File: src/tscfg_pkg.sv
// constants, field layout and types of the sensor settings block
// assumes a 25 MHz core clock and a single clock domain
package tscfg_pkg;

  // register pointer values and reset values
  localparam logic [7:0]  PTR_TEMP       = 8'h00;
  localparam logic [7:0]  PTR_SETTINGS   = 8'h01;
  localparam logic [7:0]  PTR_RESET      = 8'h00;
  localparam logic [7:0]  SETTINGS_RESET = 8'h00;
  localparam logic [7:0]  RESERVED_LOW   = 8'h00;
  localparam logic [15:0] TEMP_RESET     = 16'h0000;
  localparam logic [15:0] UNMAPPED_READ  = 16'h0000;

  // fixed upper part of the bus address
  localparam logic [3:0]  ADDR_FIXED     = 4'h9;

  // conversion timing
  localparam int          CLK_HZ         = 25_000_000;
  localparam int          T_CONV_9_MS    = 25;
  localparam int          T_CONV_10_MS   = 50;
  localparam int          T_CONV_11_MS   = 100;
  localparam int          T_CONV_12_MS   = 200;
  localparam int          CONV_9_CYC     = T_CONV_9_MS * (CLK_HZ / 1000);
  localparam int          CONV_10_CYC    = T_CONV_10_MS * (CLK_HZ / 1000);
  localparam int          CONV_11_CYC    = T_CONV_11_MS * (CLK_HZ / 1000);
  localparam int          CONV_12_CYC    = T_CONV_12_MS * (CLK_HZ / 1000);
  localparam int          CONV_CNT_W     = 24;

  // left-aligned result masks per resolution
  localparam logic [15:0] MASK_9         = 16'hff80;
  localparam logic [15:0] MASK_10        = 16'hffc0;
  localparam logic [15:0] MASK_11        = 16'hffe0;
  localparam logic [15:0] MASK_12        = 16'hfff0;

  // consecutive faults needed per queue code
  localparam logic [2:0]  FQ_DEPTH_0     = 3'h1;
  localparam logic [2:0]  FQ_DEPTH_1     = 3'h2;
  localparam logic [2:0]  FQ_DEPTH_2     = 3'h4;
  localparam logic [2:0]  FQ_DEPTH_3     = 3'h6;
  localparam logic [2:0]  FQ_MAX         = 3'h6;

  typedef enum logic [1:0] {
    RES_9  = 2'b00,
    RES_10 = 2'b01,
    RES_11 = 2'b10,
    RES_12 = 2'b11
  } tscfg_res_t;

  // settings byte, bit 15 down to bit 8
  typedef struct packed {
    logic       single_shot_trigger;
    tscfg_res_t resolution_select;
    logic [1:0] fault_queue_depth;
    logic       alarm_polarity;
    logic       thermostat_mode_select;
    logic       shutdown_request;
  } tscfg_settings_t;

  typedef enum logic [3:0] {
    ST_IDLE     = 4'b0000,
    ST_ADDR     = 4'b0001,
    ST_ADDR_ACK = 4'b0010,
    ST_PTR      = 4'b0011,
    ST_PTR_ACK  = 4'b0100,
    ST_WDAT     = 4'b0101,
    ST_WDAT_ACK = 4'b0110,
    ST_TX       = 4'b0111,
    ST_TX_ACK   = 4'b1000,
    ST_WAIT     = 4'b1001
  } tscfg_bus_state_t;

endpackage

File: src/tscfg_pin_sync.sv
// three-stage pin synchroniser with agreement filter
// assumes pins asynchronous to core_clk
module tscfg_pin_sync #(
  parameter int                WIDTH     = 1,
  parameter logic [WIDTH-1:0]  RESET_VAL = '0
) (
  // clock and reset
  input  wire logic             core_clk,
  input  wire logic             rst_n,
  // pins and filtered levels
  input  wire logic [WIDTH-1:0] pin_in,
  output logic      [WIDTH-1:0] pin_sync
);

  logic [WIDTH-1:0] s1_ff;
  logic [WIDTH-1:0] s2_ff;
  logic [WIDTH-1:0] s3_ff;
  logic [WIDTH-1:0] stable_ff;
  logic [WIDTH-1:0] agree;
  logic [WIDTH-1:0] nxt_stable;

  // a bit changes once stages two and three agree
  assign agree      = ~(s2_ff ^ s3_ff);
  assign nxt_stable = (agree & s3_ff) | (~agree & stable_ff);
  assign pin_sync   = stable_ff;

  always_ff @(posedge core_clk) begin
    if (!rst_n) begin
      s1_ff     <= RESET_VAL;
      s2_ff     <= RESET_VAL;
      s3_ff     <= RESET_VAL;
      stable_ff <= RESET_VAL;
    end else begin
      s1_ff     <= pin_in;
      s2_ff     <= s1_ff;
      s3_ff     <= s2_ff;
      stable_ff <= nxt_stable;
    end
  end

endmodule // tscfg_pin_sync

File: src/tscfg_top.sv
// serial sensor settings register, bus slave and conversion sequencer
// assumes raw_temp and over_limit come from logic on core_clk
// Operation
// - settings 16 bits, low byte reads zero
// - reset clears settings to all zero
// - single shot in shutdown: one conversion
// - single shot ignored when not shut down
// - single shot bit always reads zero
// - resolution field selects 9 to 12 bits
// - conversion time 25/50/100/200 ms by resolution
// - fault queue needs 1/2/4/6 consecutive faults
// - polarity bit sets alarm active level
// - mode bit picks comparator or interrupt
// - shutdown clear means continuous conversions
// - shutdown finishes current conversion first
// - clearing shutdown resumes continuous conversion
// - write: address, pointer 01, data; acked
// - only first data byte loads settings
// - partial byte at stop/start discarded
// - pointer resets to temperature register
// - temperature left aligned, low bits zero
module tscfg_top
  import tscfg_pkg::*;
#(
  parameter int CONV_CYC_9  = tscfg_pkg::CONV_9_CYC,
  parameter int CONV_CYC_10 = tscfg_pkg::CONV_10_CYC,
  parameter int CONV_CYC_11 = tscfg_pkg::CONV_11_CYC,
  parameter int CONV_CYC_12 = tscfg_pkg::CONV_12_CYC
) (
  // clock and reset
  input  wire logic                       core_clk,
  input  wire logic                       rst_n,
  // serial bus pins
  input  wire logic                       scl_i,
  input  wire logic                       sda_i,
  output logic                            sda_o,
  output logic                            sda_oe_n,
  input  wire logic [2:0]                 address_select_pins,
  // converter and limit compare
  input  wire logic [11:0]                raw_temp,
  input  wire logic                       over_limit,
  // alarm and status
  output logic                            alarm_o,
  output logic [15:0]                     temperature_o,
  output tscfg_pkg::tscfg_settings_t      settings_o,
  output logic                            converting_o
);

  import tscfg_pkg::*;

  // synchronised pins
  logic [1:0]            bus_sync;
  logic [2:0]            addr_sync;
  logic                  scl_s;
  logic                  sda_s;

  tscfg_pin_sync #(
    .WIDTH     (2),
    .RESET_VAL (2'h3)
  ) u_bus_sync (
    .core_clk (core_clk),
    .rst_n    (rst_n),
    .pin_in   ({scl_i, sda_i}),
    .pin_sync (bus_sync)
  );

  tscfg_pin_sync #(
    .WIDTH     (3),
    .RESET_VAL (3'h0)
  ) u_addr_sync (
    .core_clk (core_clk),
    .rst_n    (rst_n),
    .pin_in   (address_select_pins),
    .pin_sync (addr_sync)
  );

  assign scl_s = bus_sync[1];
  assign sda_s = bus_sync[0];

  // state registers
  tscfg_bus_state_t      state_ff;
  tscfg_bus_state_t      nxt_state;
  logic                  scl_q_ff;
  logic                  sda_q_ff;
  logic [3:0]            bit_ff;
  logic [3:0]            nxt_bit;
  logic [7:0]            shift_ff;
  logic [7:0]            nxt_shift;
  logic                  oe_n_ff;
  logic                  nxt_oe_n;
  logic                  rw_ff;
  logic                  nxt_rw;
  logic [7:0]            ptr_ff;
  logic [7:0]            nxt_ptr;
  logic                  hi_ff;
  logic                  nxt_hi;
  logic                  first_ff;
  logic                  nxt_first;
  logic [15:0]           word_ff;
  logic [15:0]           nxt_word;
  logic                  cfg_wr;
  logic                  read_start;
  tscfg_settings_t       cfg_ff;
  tscfg_settings_t       nxt_cfg;
  tscfg_settings_t       wr_cfg;
  logic                  active_ff;
  logic                  nxt_active;
  logic [CONV_CNT_W-1:0] cnt_ff;
  logic [CONV_CNT_W-1:0] nxt_cnt;
  logic [15:0]           temp_ff;
  logic [2:0]            fault_ff;
  logic [2:0]            nxt_fault;
  logic                  irq_ff;
  logic                  alert_ff;

  // bus conditions
  logic                  scl_rise;
  logic                  scl_fall;
  logic                  start_cond;
  logic                  stop_cond;
  logic                  in_rx;
  logic                  byte_done;
  logic                  addr_match;
  logic [7:0]            cfg_bits;
  logic [15:0]           rd_word;
  logic [7:0]            tx_byte;

  assign scl_rise   = scl_s & ~scl_q_ff;
  assign scl_fall   = ~scl_s & scl_q_ff;
  assign start_cond = scl_s & scl_q_ff & sda_q_ff & ~sda_s;
  assign stop_cond  = scl_s & scl_q_ff & ~sda_q_ff & sda_s;
  assign in_rx      = (state_ff == ST_ADDR) || (state_ff == ST_PTR) ||
                      (state_ff == ST_WDAT);
  assign byte_done  = in_rx && scl_fall && (bit_ff == 4'h8);
  assign addr_match = (shift_ff[7:1] == {ADDR_FIXED, addr_sync});
  assign cfg_bits   = cfg_ff;
  assign wr_cfg     = tscfg_settings_t'(shift_ff);

  // read data by pointer
  assign rd_word = (ptr_ff == PTR_TEMP) ? temp_ff :
                   (ptr_ff == PTR_SETTINGS) ?
                   {1'b0, cfg_bits[6:0], RESERVED_LOW} :
                   UNMAPPED_READ;
  assign tx_byte = hi_ff ? rd_word[15:8] : word_ff[7:0];

  // serial slave sequencing
  always_comb begin
    nxt_state  = state_ff;
    nxt_bit    = bit_ff;
    nxt_shift  = shift_ff;
    nxt_oe_n   = oe_n_ff;
    nxt_rw     = rw_ff;
    nxt_ptr    = ptr_ff;
    nxt_hi     = hi_ff;
    nxt_first  = first_ff;
    nxt_word   = word_ff;
    cfg_wr     = 1'b0;
    read_start = 1'b0;
    if (start_cond) begin
      nxt_state = ST_ADDR;
      nxt_bit   = 4'h0;
      nxt_oe_n  = 1'b1;
    end else if (stop_cond) begin
      nxt_state = ST_IDLE;
      nxt_oe_n  = 1'b1;
    end else if (in_rx && scl_rise) begin
      nxt_shift = {shift_ff[6:0], sda_s};
      nxt_bit   = bit_ff + 4'h1;
    end else if (byte_done) begin
      nxt_bit = 4'h0;
      unique case (state_ff)
        ST_ADDR: begin
          if (addr_match) begin
            nxt_state  = ST_ADDR_ACK;
            nxt_oe_n   = 1'b0;
            nxt_rw     = shift_ff[0];
            read_start = shift_ff[0];
          end else begin
            nxt_state = ST_WAIT;
          end
        end
        ST_PTR: begin
          nxt_state = ST_PTR_ACK;
          nxt_oe_n  = 1'b0;
          nxt_ptr   = shift_ff;
          nxt_first = 1'b0;
        end
        default: begin
          if (ptr_ff == PTR_SETTINGS) begin
            nxt_state = ST_WDAT_ACK;
            nxt_oe_n  = 1'b0;
            nxt_first = 1'b1;
            cfg_wr    = ~first_ff;
          end else begin
            nxt_state = ST_WAIT;
          end
        end
      endcase
    end else if (scl_fall) begin
      unique case (state_ff)
        ST_ADDR_ACK: begin
          if (rw_ff) begin
            nxt_state = ST_TX;
            nxt_word  = rd_word;
            nxt_shift = tx_byte;
            nxt_oe_n  = tx_byte[7];
            nxt_hi    = 1'b0;
            nxt_bit   = 4'h1;
          end else begin
            nxt_state = ST_PTR;
            nxt_oe_n  = 1'b1;
          end
        end
        ST_PTR_ACK, ST_WDAT_ACK: begin
          nxt_state = ST_WDAT;
          nxt_oe_n  = 1'b1;
        end
        ST_TX: begin
          if (bit_ff == 4'h8) begin
            nxt_state = ST_TX_ACK;
            nxt_oe_n  = 1'b1;
          end else begin
            nxt_shift = {shift_ff[6:0], 1'b0};
            nxt_oe_n  = shift_ff[6];
            nxt_bit   = bit_ff + 4'h1;
          end
        end
        ST_TX_ACK: begin
          nxt_state = ST_TX;
          nxt_word  = hi_ff ? rd_word : word_ff;
          nxt_shift = tx_byte;
          nxt_oe_n  = tx_byte[7];
          nxt_hi    = ~hi_ff;
          nxt_bit   = 4'h1;
        end
        default: begin
          nxt_state = state_ff;
        end
      endcase
    end else if (scl_rise && state_ff == ST_TX_ACK && sda_s) begin
      nxt_state = ST_WAIT;
    end
  end

  // conversion sequencing
  logic [CONV_CNT_W-1:0] conv_limit;
  logic                  conv_done;
  logic                  os_accept;
  logic                  os_pending;
  logic [15:0]           res_mask;
  logic [2:0]            fq_depth;
  logic                  fault_met;
  logic                  fault_rise;
  logic                  alarm_active;

  always_comb begin
    unique case (cfg_ff.resolution_select)
      RES_9: begin
        conv_limit = CONV_CNT_W'(CONV_CYC_9 - 1);
        res_mask   = MASK_9;
      end
      RES_10: begin
        conv_limit = CONV_CNT_W'(CONV_CYC_10 - 1);
        res_mask   = MASK_10;
      end
      RES_11: begin
        conv_limit = CONV_CNT_W'(CONV_CYC_11 - 1);
        res_mask   = MASK_11;
      end
      RES_12: begin
        conv_limit = CONV_CNT_W'(CONV_CYC_12 - 1);
        res_mask   = MASK_12;
      end
    endcase
  end

  assign fq_depth = (cfg_ff.fault_queue_depth == 2'b00) ? FQ_DEPTH_0 :
                    (cfg_ff.fault_queue_depth == 2'b01) ? FQ_DEPTH_1 :
                    (cfg_ff.fault_queue_depth == 2'b10) ? FQ_DEPTH_2 :
                    FQ_DEPTH_3;

  assign conv_done  = active_ff && (cnt_ff >= conv_limit);
  assign os_pending = cfg_ff.single_shot_trigger & ~conv_done;
  assign os_accept  = cfg_wr && wr_cfg.single_shot_trigger &&
                      cfg_ff.shutdown_request && !active_ff;

  always_comb begin
    nxt_cfg = cfg_ff;
    nxt_cfg.single_shot_trigger = os_pending;
    if (cfg_wr) begin
      nxt_cfg = wr_cfg;
      nxt_cfg.single_shot_trigger = os_accept | os_pending;
    end
  end

  always_comb begin
    nxt_active = active_ff;
    nxt_cnt    = cnt_ff + CONV_CNT_W'(1);
    if (conv_done) begin
      nxt_active = ~cfg_ff.shutdown_request;
      nxt_cnt    = '0;
    end else if (!active_ff) begin
      nxt_active = ~cfg_ff.shutdown_request | cfg_ff.single_shot_trigger;
      nxt_cnt    = '0;
    end
  end

  assign nxt_fault    = !conv_done ? fault_ff :
                        !over_limit ? 3'h0 :
                        (fault_ff == FQ_MAX) ? fault_ff :
                        fault_ff + 3'h1;
  assign fault_met    = (fault_ff >= fq_depth);
  assign fault_rise   = conv_done && (nxt_fault >= fq_depth) &&
                        (fault_ff < fq_depth);
  assign alarm_active = cfg_ff.thermostat_mode_select ? irq_ff : fault_met;

  // outputs
  assign sda_o         = 1'b0;
  assign sda_oe_n      = oe_n_ff;
  assign alarm_o       = alert_ff;
  assign temperature_o = temp_ff;
  assign settings_o    = cfg_ff;
  assign converting_o  = active_ff;

  always_ff @(posedge core_clk) begin
    if (!rst_n) begin
      state_ff <= ST_IDLE;
      scl_q_ff <= 1'b1;
      sda_q_ff <= 1'b1;
      bit_ff   <= 4'h0;
      shift_ff <= 8'h00;
      oe_n_ff  <= 1'b1;
      rw_ff    <= 1'b0;
      ptr_ff   <= PTR_RESET;
      hi_ff    <= 1'b1;
      first_ff <= 1'b0;
      word_ff  <= 16'h0000;
    end else begin
      state_ff <= nxt_state;
      scl_q_ff <= scl_s;
      sda_q_ff <= sda_s;
      bit_ff   <= nxt_bit;
      shift_ff <= nxt_shift;
      oe_n_ff  <= nxt_oe_n;
      rw_ff    <= nxt_rw;
      ptr_ff   <= nxt_ptr;
      hi_ff    <= nxt_hi;
      first_ff <= nxt_first;
      word_ff  <= nxt_word;
    end
  end

  always_ff @(posedge core_clk) begin
    if (!rst_n) begin
      cfg_ff    <= tscfg_settings_t'(SETTINGS_RESET);
      active_ff <= 1'b0;
      cnt_ff    <= '0;
      temp_ff   <= TEMP_RESET;
      fault_ff  <= 3'h0;
      irq_ff    <= 1'b0;
      alert_ff  <= 1'b1;
    end else begin
      cfg_ff    <= nxt_cfg;
      active_ff <= nxt_active;
      cnt_ff    <= nxt_cnt;
      if (conv_done) begin
        temp_ff <= {raw_temp, 4'h0} & res_mask;
      end
      fault_ff  <= nxt_fault;
      irq_ff    <= fault_rise | (irq_ff & ~read_start);
      alert_ff  <= cfg_ff.alarm_polarity ? alarm_active : ~alarm_active;
    end
  end

endmodule // tscfg_top

File: config.mk
export PLATFORM = sky130hd
export DESIGN_NAME = tscfg_top
export DESIGN_NICKNAME = d
export VERILOG_FILES = /design/src/tscfg_pkg.sv /design/src/tscfg_pin_sync.sv /design/src/tscfg_top.sv
export SDC_FILE = /design/constraint.sdc
export NUM_CORES = 1
export LEC_CHECK = 0
export BUFFER_PORTS_ARGS = -buffer_cell sky130_fd_sc_hd__buf_4
export CAP_MARGIN = 20
export CORE_MARGIN = 5
export CORE_UTILIZATION = 49
export CTS_CLUSTER_DIAMETER = 40
export DETAILED_ROUTE_END_ITERATION = 7
export PLACE_DENSITY = 0.65
export SYNTH_ARGS = -nofsm -noshare
export SYNTH_HDL_FRONTEND = slang
export SYNTH_HIERARCHICAL = 1
export SYNTH_SLANG_ARGS = --single-unit
export TNS_END_PERCENT = 50
File: constraint.sdc
create_clock -name core_clk -period 6.05 [get_ports core_clk]
set_input_delay 0.605 -clock core_clk [delete_from_list [all_inputs] [get_ports core_clk]]
set_output_delay 0.605 -clock core_clk [all_outputs]
set_load 0.03 [all_outputs]
Word level (Yosys, flattened, before mapping)
Cells that the tools add are included.

Magnitude comparators: 4. Add/sub/neg operators: 3. Bitwise logic cells: 42. Reductions and logical operators: 42. Equal/unequal tests: 31. Muxes and demuxes: 67.

Operators with widths (count): one-hot mux 24 bit (4 select lines) (1); 2-to-1 mux 8 bit (9); one-hot mux 16 bit (4 select lines) (1); 2-to-1 mux 4 bit (11); 2-to-1 mux 1 bit (27); adder 24 x 1 -> 24 bit (second input constant) (1); >= comparator 24 bit (1); one-hot mux 8 bit (3 select lines) (1); 2-to-1 mux 3 bit (6); inverter 1 bit (17); AND 16 bit (1); equality test 4 x 3 -> 1 bit (second input constant) (4); 2-to-1 mux 16 bit (1); one-hot mux 4 bit (4 select lines) (1); one-hot mux 8 bit (2 select lines) (1); 2-to-1 mux 15 bit (1); AND reduction 5 bit (3); nonzero test 5 bit (3); AND reduction 7 bit (2); != test 3 bit (second input constant) (4); != test 4 bit (second input constant) (3); one-hot mux 4 bit (3 select lines) (1); AND reduction 6 bit (2); logical AND 1 bit (11); 43 further kinds (76).

Logic and storage cells: 221. Flip-flop bits (word level): 112. Input bits: 20. Output and inout port bits: 28.

Logic depth before layout (Yosys ltp)
Depth in word-level cells: 14. Mapped depth: 17. Mapped depth without buffers: 17.

Modules after synthesis
The synthesis kept the hierarchy.

By module, submodules not included: tscfg_top (area an instance 4820.9 um^2, times used 1, sequential area each 1681.6 um^2, cells an instance 582); tscfg_pin_sync at u_addr_sync (area an instance 367.9 um^2, times used 1, sequential area each 240.2 um^2, cells an instance 31); tscfg_pin_sync at u_bus_sync (area an instance 225.2 um^2, times used 1, sequential area each 160.2 um^2, cells an instance 20).

Worst setup path before layout
OpenSTA, ideal clock, no wires.

Path kind: register to register. Start: register cfg_ff, in the netlist settings_o[6]. End: register irq_ff. Arrival: 3586 ps. Stages on the path, launching flop included: 17. Path slack: 2350 ps. Path buffers: 0. Period minus slack after synthesis: 3700 ps. Setup time: 114 ps. Data required time: 5936 ps. Cells stage by stage: dfxtp_1 > inv_1 > ha_1 > inv_1 > ha_1 > nand4_1 > nor4_2 > a221oi_1 > o21ai_0 > o2111ai_1 > mux2_2 > ha_1 > nand2b_1 > a21o_1 > a21oi_1 > nor4b_1 > a21o_1.

Cells in the longest elaborated chain, start to end: 9. Elaborated cells on any way between the ends: 12. Those cells by class: order compare: 2; eq/ne: 3; mux: 2; bitwise: 1; reduce/logical: 4.

Ends and longest elaborated chain: start, declared (line tscfg_top.sv:103) `tscfg_settings_t cfg_ff;`; start signal, assigned (line tscfg_top.sv:355) `cfg_ff <= tscfg_settings_t'(SETTINGS_RESET);`; start signal, assigned (line tscfg_top.sv:363) `cfg_ff <= nxt_cfg;`; equality test 2 bit (tied with other cells) (line tscfg_top.sv:257) `unique case (cfg_ff.resolution_select)`; one-hot mux 24 bit (4 select lines) * (line tscfg_top.sv:257); >= comparator 24 bit * (line tscfg_top.sv:282) `assign conv_done = active_ff && (cnt_ff >= conv_limit);`; logical AND 1 bit * (line tscfg_top.sv:282); 2-to-1 mux 3 bit (line tscfg_top.sv:308) `assign nxt_fault = !conv_done ? fault_ff :`; >= comparator 3 bit (line tscfg_top.sv:313) `assign fault_rise = conv_done && (nxt_fault >= fq_depth) &&`; logical AND 1 bit * (2 in series) (line tscfg_top.sv:313); bitwise OR 1 bit * (line tscfg_top.sv:370) `irq_ff <= fault_rise | (irq_ff & ~read_start);`; end signal, assigned (line tscfg_top.sv:370); end, declared (line tscfg_top.sv:113) `logic irq_ff;`.

Every way passes the cells marked *; elsewhere a longest branch is shown, timed or not. The select of a mux whose other input is x is not followed. A chain may end at the register's enable or synchronous reset.

Worst setup path in the final report
Start: register cfg_ff, in the netlist settings_o[6]. End: register irq_ff.

Cells in the longest elaborated chain, start to end: 9. Elaborated cells on any way between the ends: 12. Those cells by class: order compare: 2; eq/ne: 3; mux: 2; bitwise: 1; reduce/logical: 4.

Ends and longest elaborated chain: equality test 2 bit (tied with other cells) (line tscfg_top.sv:257); one-hot mux 24 bit (4 select lines) * (line tscfg_top.sv:257); >= comparator 24 bit * (line tscfg_top.sv:282); logical AND 1 bit * (line tscfg_top.sv:282); 2-to-1 mux 3 bit * (line tscfg_top.sv:308); net nxt_fault[2] (line tscfg_top.sv:112) `logic [2:0] nxt_fault;`; >= comparator 3 bit * (line tscfg_top.sv:313); logical AND 1 bit * (2 in series) (line tscfg_top.sv:313); bitwise OR 1 bit * (line tscfg_top.sv:370).

The timed path passes the listed nets; every way through them passes the cells marked *. The select of a mux whose other input is x is not followed.

==> qor.yml <==
status:
  status: "complete, no violations"
clock_tree:
  postCtsHoldBufs: 0
  htreeDepth: 3
  cts-root-buf: "clkbuf_8"
  cts_setup_buffers: 0
  cts_resized: 0
  cts.sinks: 104
  cts.clk_slew.worst_paths_ps: 110
  cts_tree: "yes"
  cts_buffer_depth: 2
  clk_latency_ps: 390
  numCtsBuffers: 9
sta:
  setup_viol: 0
  slew_headroom: 0.302
  setup_tns_ps: 0
  hold_violations: 0
  fmax_mhz: 250
  fin_crit_ps: 4000
  worstMarginPinSlew_ps: 1040
  period_share: 0.660
  drv_slew: 0
  skew_ps: 10.3
  rsz0062_at_grt: "no"
global_routing:
  grt_max_degree: 66
  antenna_found_initial: 0
  grt_use_total: 0.195
  overflow: 0
  grt_pass1_vias: 4199
  grt_first_pass_wirelength_um: 20800
setup_path:
  path_depth: 14
  cp-startpoint: "settings_o[6]"
  crit-reg2reg-launch: "settings_o[6]"
  slowest_stage: "a21boi_4"
  criticalPathCategory: "flip-flop to flip-flop"
  crit_arrival_ps: 4340
  rr_worst_depth: 14
  path_cells: "inv_1 -> ha_1 -> inv_1 -> ha_1 -> nand4_1 -> nor4_2 -> a221oi_1 -> o21a_1 -> a21boi_4 -> a22oi_1 -> ha_1 -> a21oi_1 -> nor4b_1 -> a21o_1"
  start_kind: "flip-flop"
  cp_max_fo: 16
  cp.required_ps: 6390
  critPathTopFamily: "compound AO/OA/AOI/OAI gates"
  crit_path_frequent_cell: "ha_1"
  critPathCaptureType: "flip-flop"
  crit_buf_inv: 2
  critPathMaxStageDelay_ps: 560
yosys:
  synth.most_common_cell: "dfxtp_1"
  synth.distinct_cells: 64
  synth_area_leaders: "dfxtp_1, ha_1, nand2_1, mux2i_1, nor2_1"
  seq_area_frac_synth: 0.385
  ys_ff_latch: 104
  yosysWarningCount: 6
  async_flop_share: 0
  syn_avg_cell_area_um2: 8.55
  ys_top_cells_by_count: "dfxtp_1, nand2_1, nor2_1"
  syn_inst: 633
  yosysTopAreaCellShare: 0.385
  synth_edf_count: 0
  netlist.top_cell.by_area: "dfxtp_1"
  synthFlopType: "dfxtp_1"
  synth_area_um2: 5410
routing:
  drtPass1Iterations: 5
  drt-initial-drc-count: 256
  ant_nets: 0
  via_count: 4444
  drc: 0
  vias_per_cell: 5.50
  routed_wl_um: 12200
  wl_per_cell_um: 15.1
cells_and_area:
  syn2layout_area_growth_pct: 10.5
  antennaDiodeCount: 0
  layoutNonFillerInstCount: 808
  nNetsFinal: 720
  stdcell_area_um2: 5980
  drive_gt1_frac: 0.115
pwr:
  power.internal_uw: 867
  sw_frac_of_total: 0.256
  power_density_nw_per_um2: 195
  peakVddDrop_mv: 0.190
  pwr-share-seq: 0.595
  netSwitchingPower_uw: 298
  p_leak_nw: 2.30
  clkPwrFrac: 0.370
  combPwrFrac: 0.034
floorplanning:
  initial_core_util: 0.499
  core-area_um2: 10800
  core.rowCount: 38
  die_width_um: 115
  design.portCount: 48
  die_h_um: 115
  die_area_um2: 13300
hold_path:
  min-delay-start: "sda_i"
  hold_class: "primary input to flip-flop"
  hold-path-cell-count: 2
placement:
  dp_cells: 791
  placed_cell_area_um2: 5780
  dpl.hpwl_um: 8770
  portBuffers: 42
  place_congestion: 0.938
run:
  cap_violations: 0
cells by family after synthesis:
| kind of cell | Yosys count | synth area share |
|---|---|---|
| DFF | 104 | 0.385 |
| and+or+nand+nor | 259 | 0.245 |
| xor gates and xnor gates | 26 | 0.0421 |
| AOI/OAI and AO/OA | 126 | 0.147 |
| adders and majority gates | 37 | 0.0855 |
| buffers and inverters | 53 | 0.0453 |
| muxes | 27 | 0.0504 |
| other | 1 | 0.000693 |
stage by stage:
stage               setup slack [ps]   util  total power, mW  hold slack (ps)
detailed placement              2120  0.533            0.748              392
global placement                2320  0.532            0.748              388
global route                    1760  0.552             1.21              376
finish                          2050  0.552             1.17              392
CTS                             2110  0.550             1.18              369
floorplan                       2350      -            0.736              386
sequential cells by signal (all words and copies together), names as in the netlist, 2 cells and up, named ones only:
| register | cells |
|---|---|
| cnt_ff | 24 |
| u_addr_sync/s3_ff | 3 |
| temperature_o | 12 |
| ptr_ff | 8 |
| settings_o | 8 |
| shift_ff | 8 |
| bit_ff | 4 |
| fault_ff | 3 |
| state_ff | 4 |
| u_bus_sync/s2_ff | 2 |
| u_bus_sync/s3_ff | 2 |
| u_addr_sync/s2_ff | 3 |
| word_ff | 4 |
| u_addr_sync/s1_ff | 3 |
| u_bus_sync/s1_ff | 2 |
power by group through the flow:
stage	registers (mW)	clock network, mW	logic [mW]
2_1_floorplan	0.709	0	0.0267
3_3_place_gp	0.709	0	0.0385
3_5_place_dp	0.709	0	0.0391
4_1_cts	0.694	0.445	0.0391
5_1_grt	0.695	0.475	0.0444
6_report	0.694	0.432	0.0400
worst paths after layout:
kind                                            end  slack, ps
worst min-delay path            u_bus_sync/s1_ff[0]        390
worst max-delay path                         irq_ff       2050
worst min register to register  u_bus_sync/s2_ff[1]        410
worst max register to register               irq_ff       2050
layout make-up:
type	count	area (um2)
tap	140	175
inverter	23	86.3
timing repair buffer	45	345
sequential	104	2080
multi-input combinational	480	3100
fill	1027	4860
clock inverter	6	63.8
clock buffer	10	128
worst register-to-register path, cell delays in order, from the launching register on:
cell,delay (ps)
dfxtp_1,500
inv_1,160
ha_1,390
inv_1,90
ha_1,300
nand4_1,170
nor4_2,390
a221oi_1,150
o21a_1,200
a21boi_4,560
a22oi_1,230
ha_1,340
a21oi_1,60
nor4b_1,260
a21o_1,160
layer usage:
layer | vias up | track usage | wire length (um)
met4 | 0 | 0.0759 | 173
met3 | 13 | 0.0395 | 506
met5 | - | 0 | 0
met2 | 94 | 0.292 | 5420
met1 | 2070 | 0.277 | 6110
li1 | 2267 | - | -
layout by cell type (no fill, tap or decap), types with 3 or more instances in the layout:
cell type	n
and2_2	6
and4_1	3
clkbuf_8	9
o21ai_1	9
and3b_1	3
a21o_1	4
a211oi_1	12
and2_1	5
buf_4	44
mux2i_1	25
o211ai_1	3
xnor2_1	8
nand3b_1	3
and3_1	4
dfxtp_1	104
nor2b_1	6
xor2_1	18
o22ai_1	3
inv_1	23
nor2_1	61
ha_1	37
o21a_1	4
nand4_1	9
a21oi_1	42
nand3_1	34
or3_1	3
o21ai_0	18
nand2b_1	17
nand2_1	75
a22oi_1	9
conb_1	5
nor3_1	13
a31oi_1	3
Power figures use the tool's default switching activity.
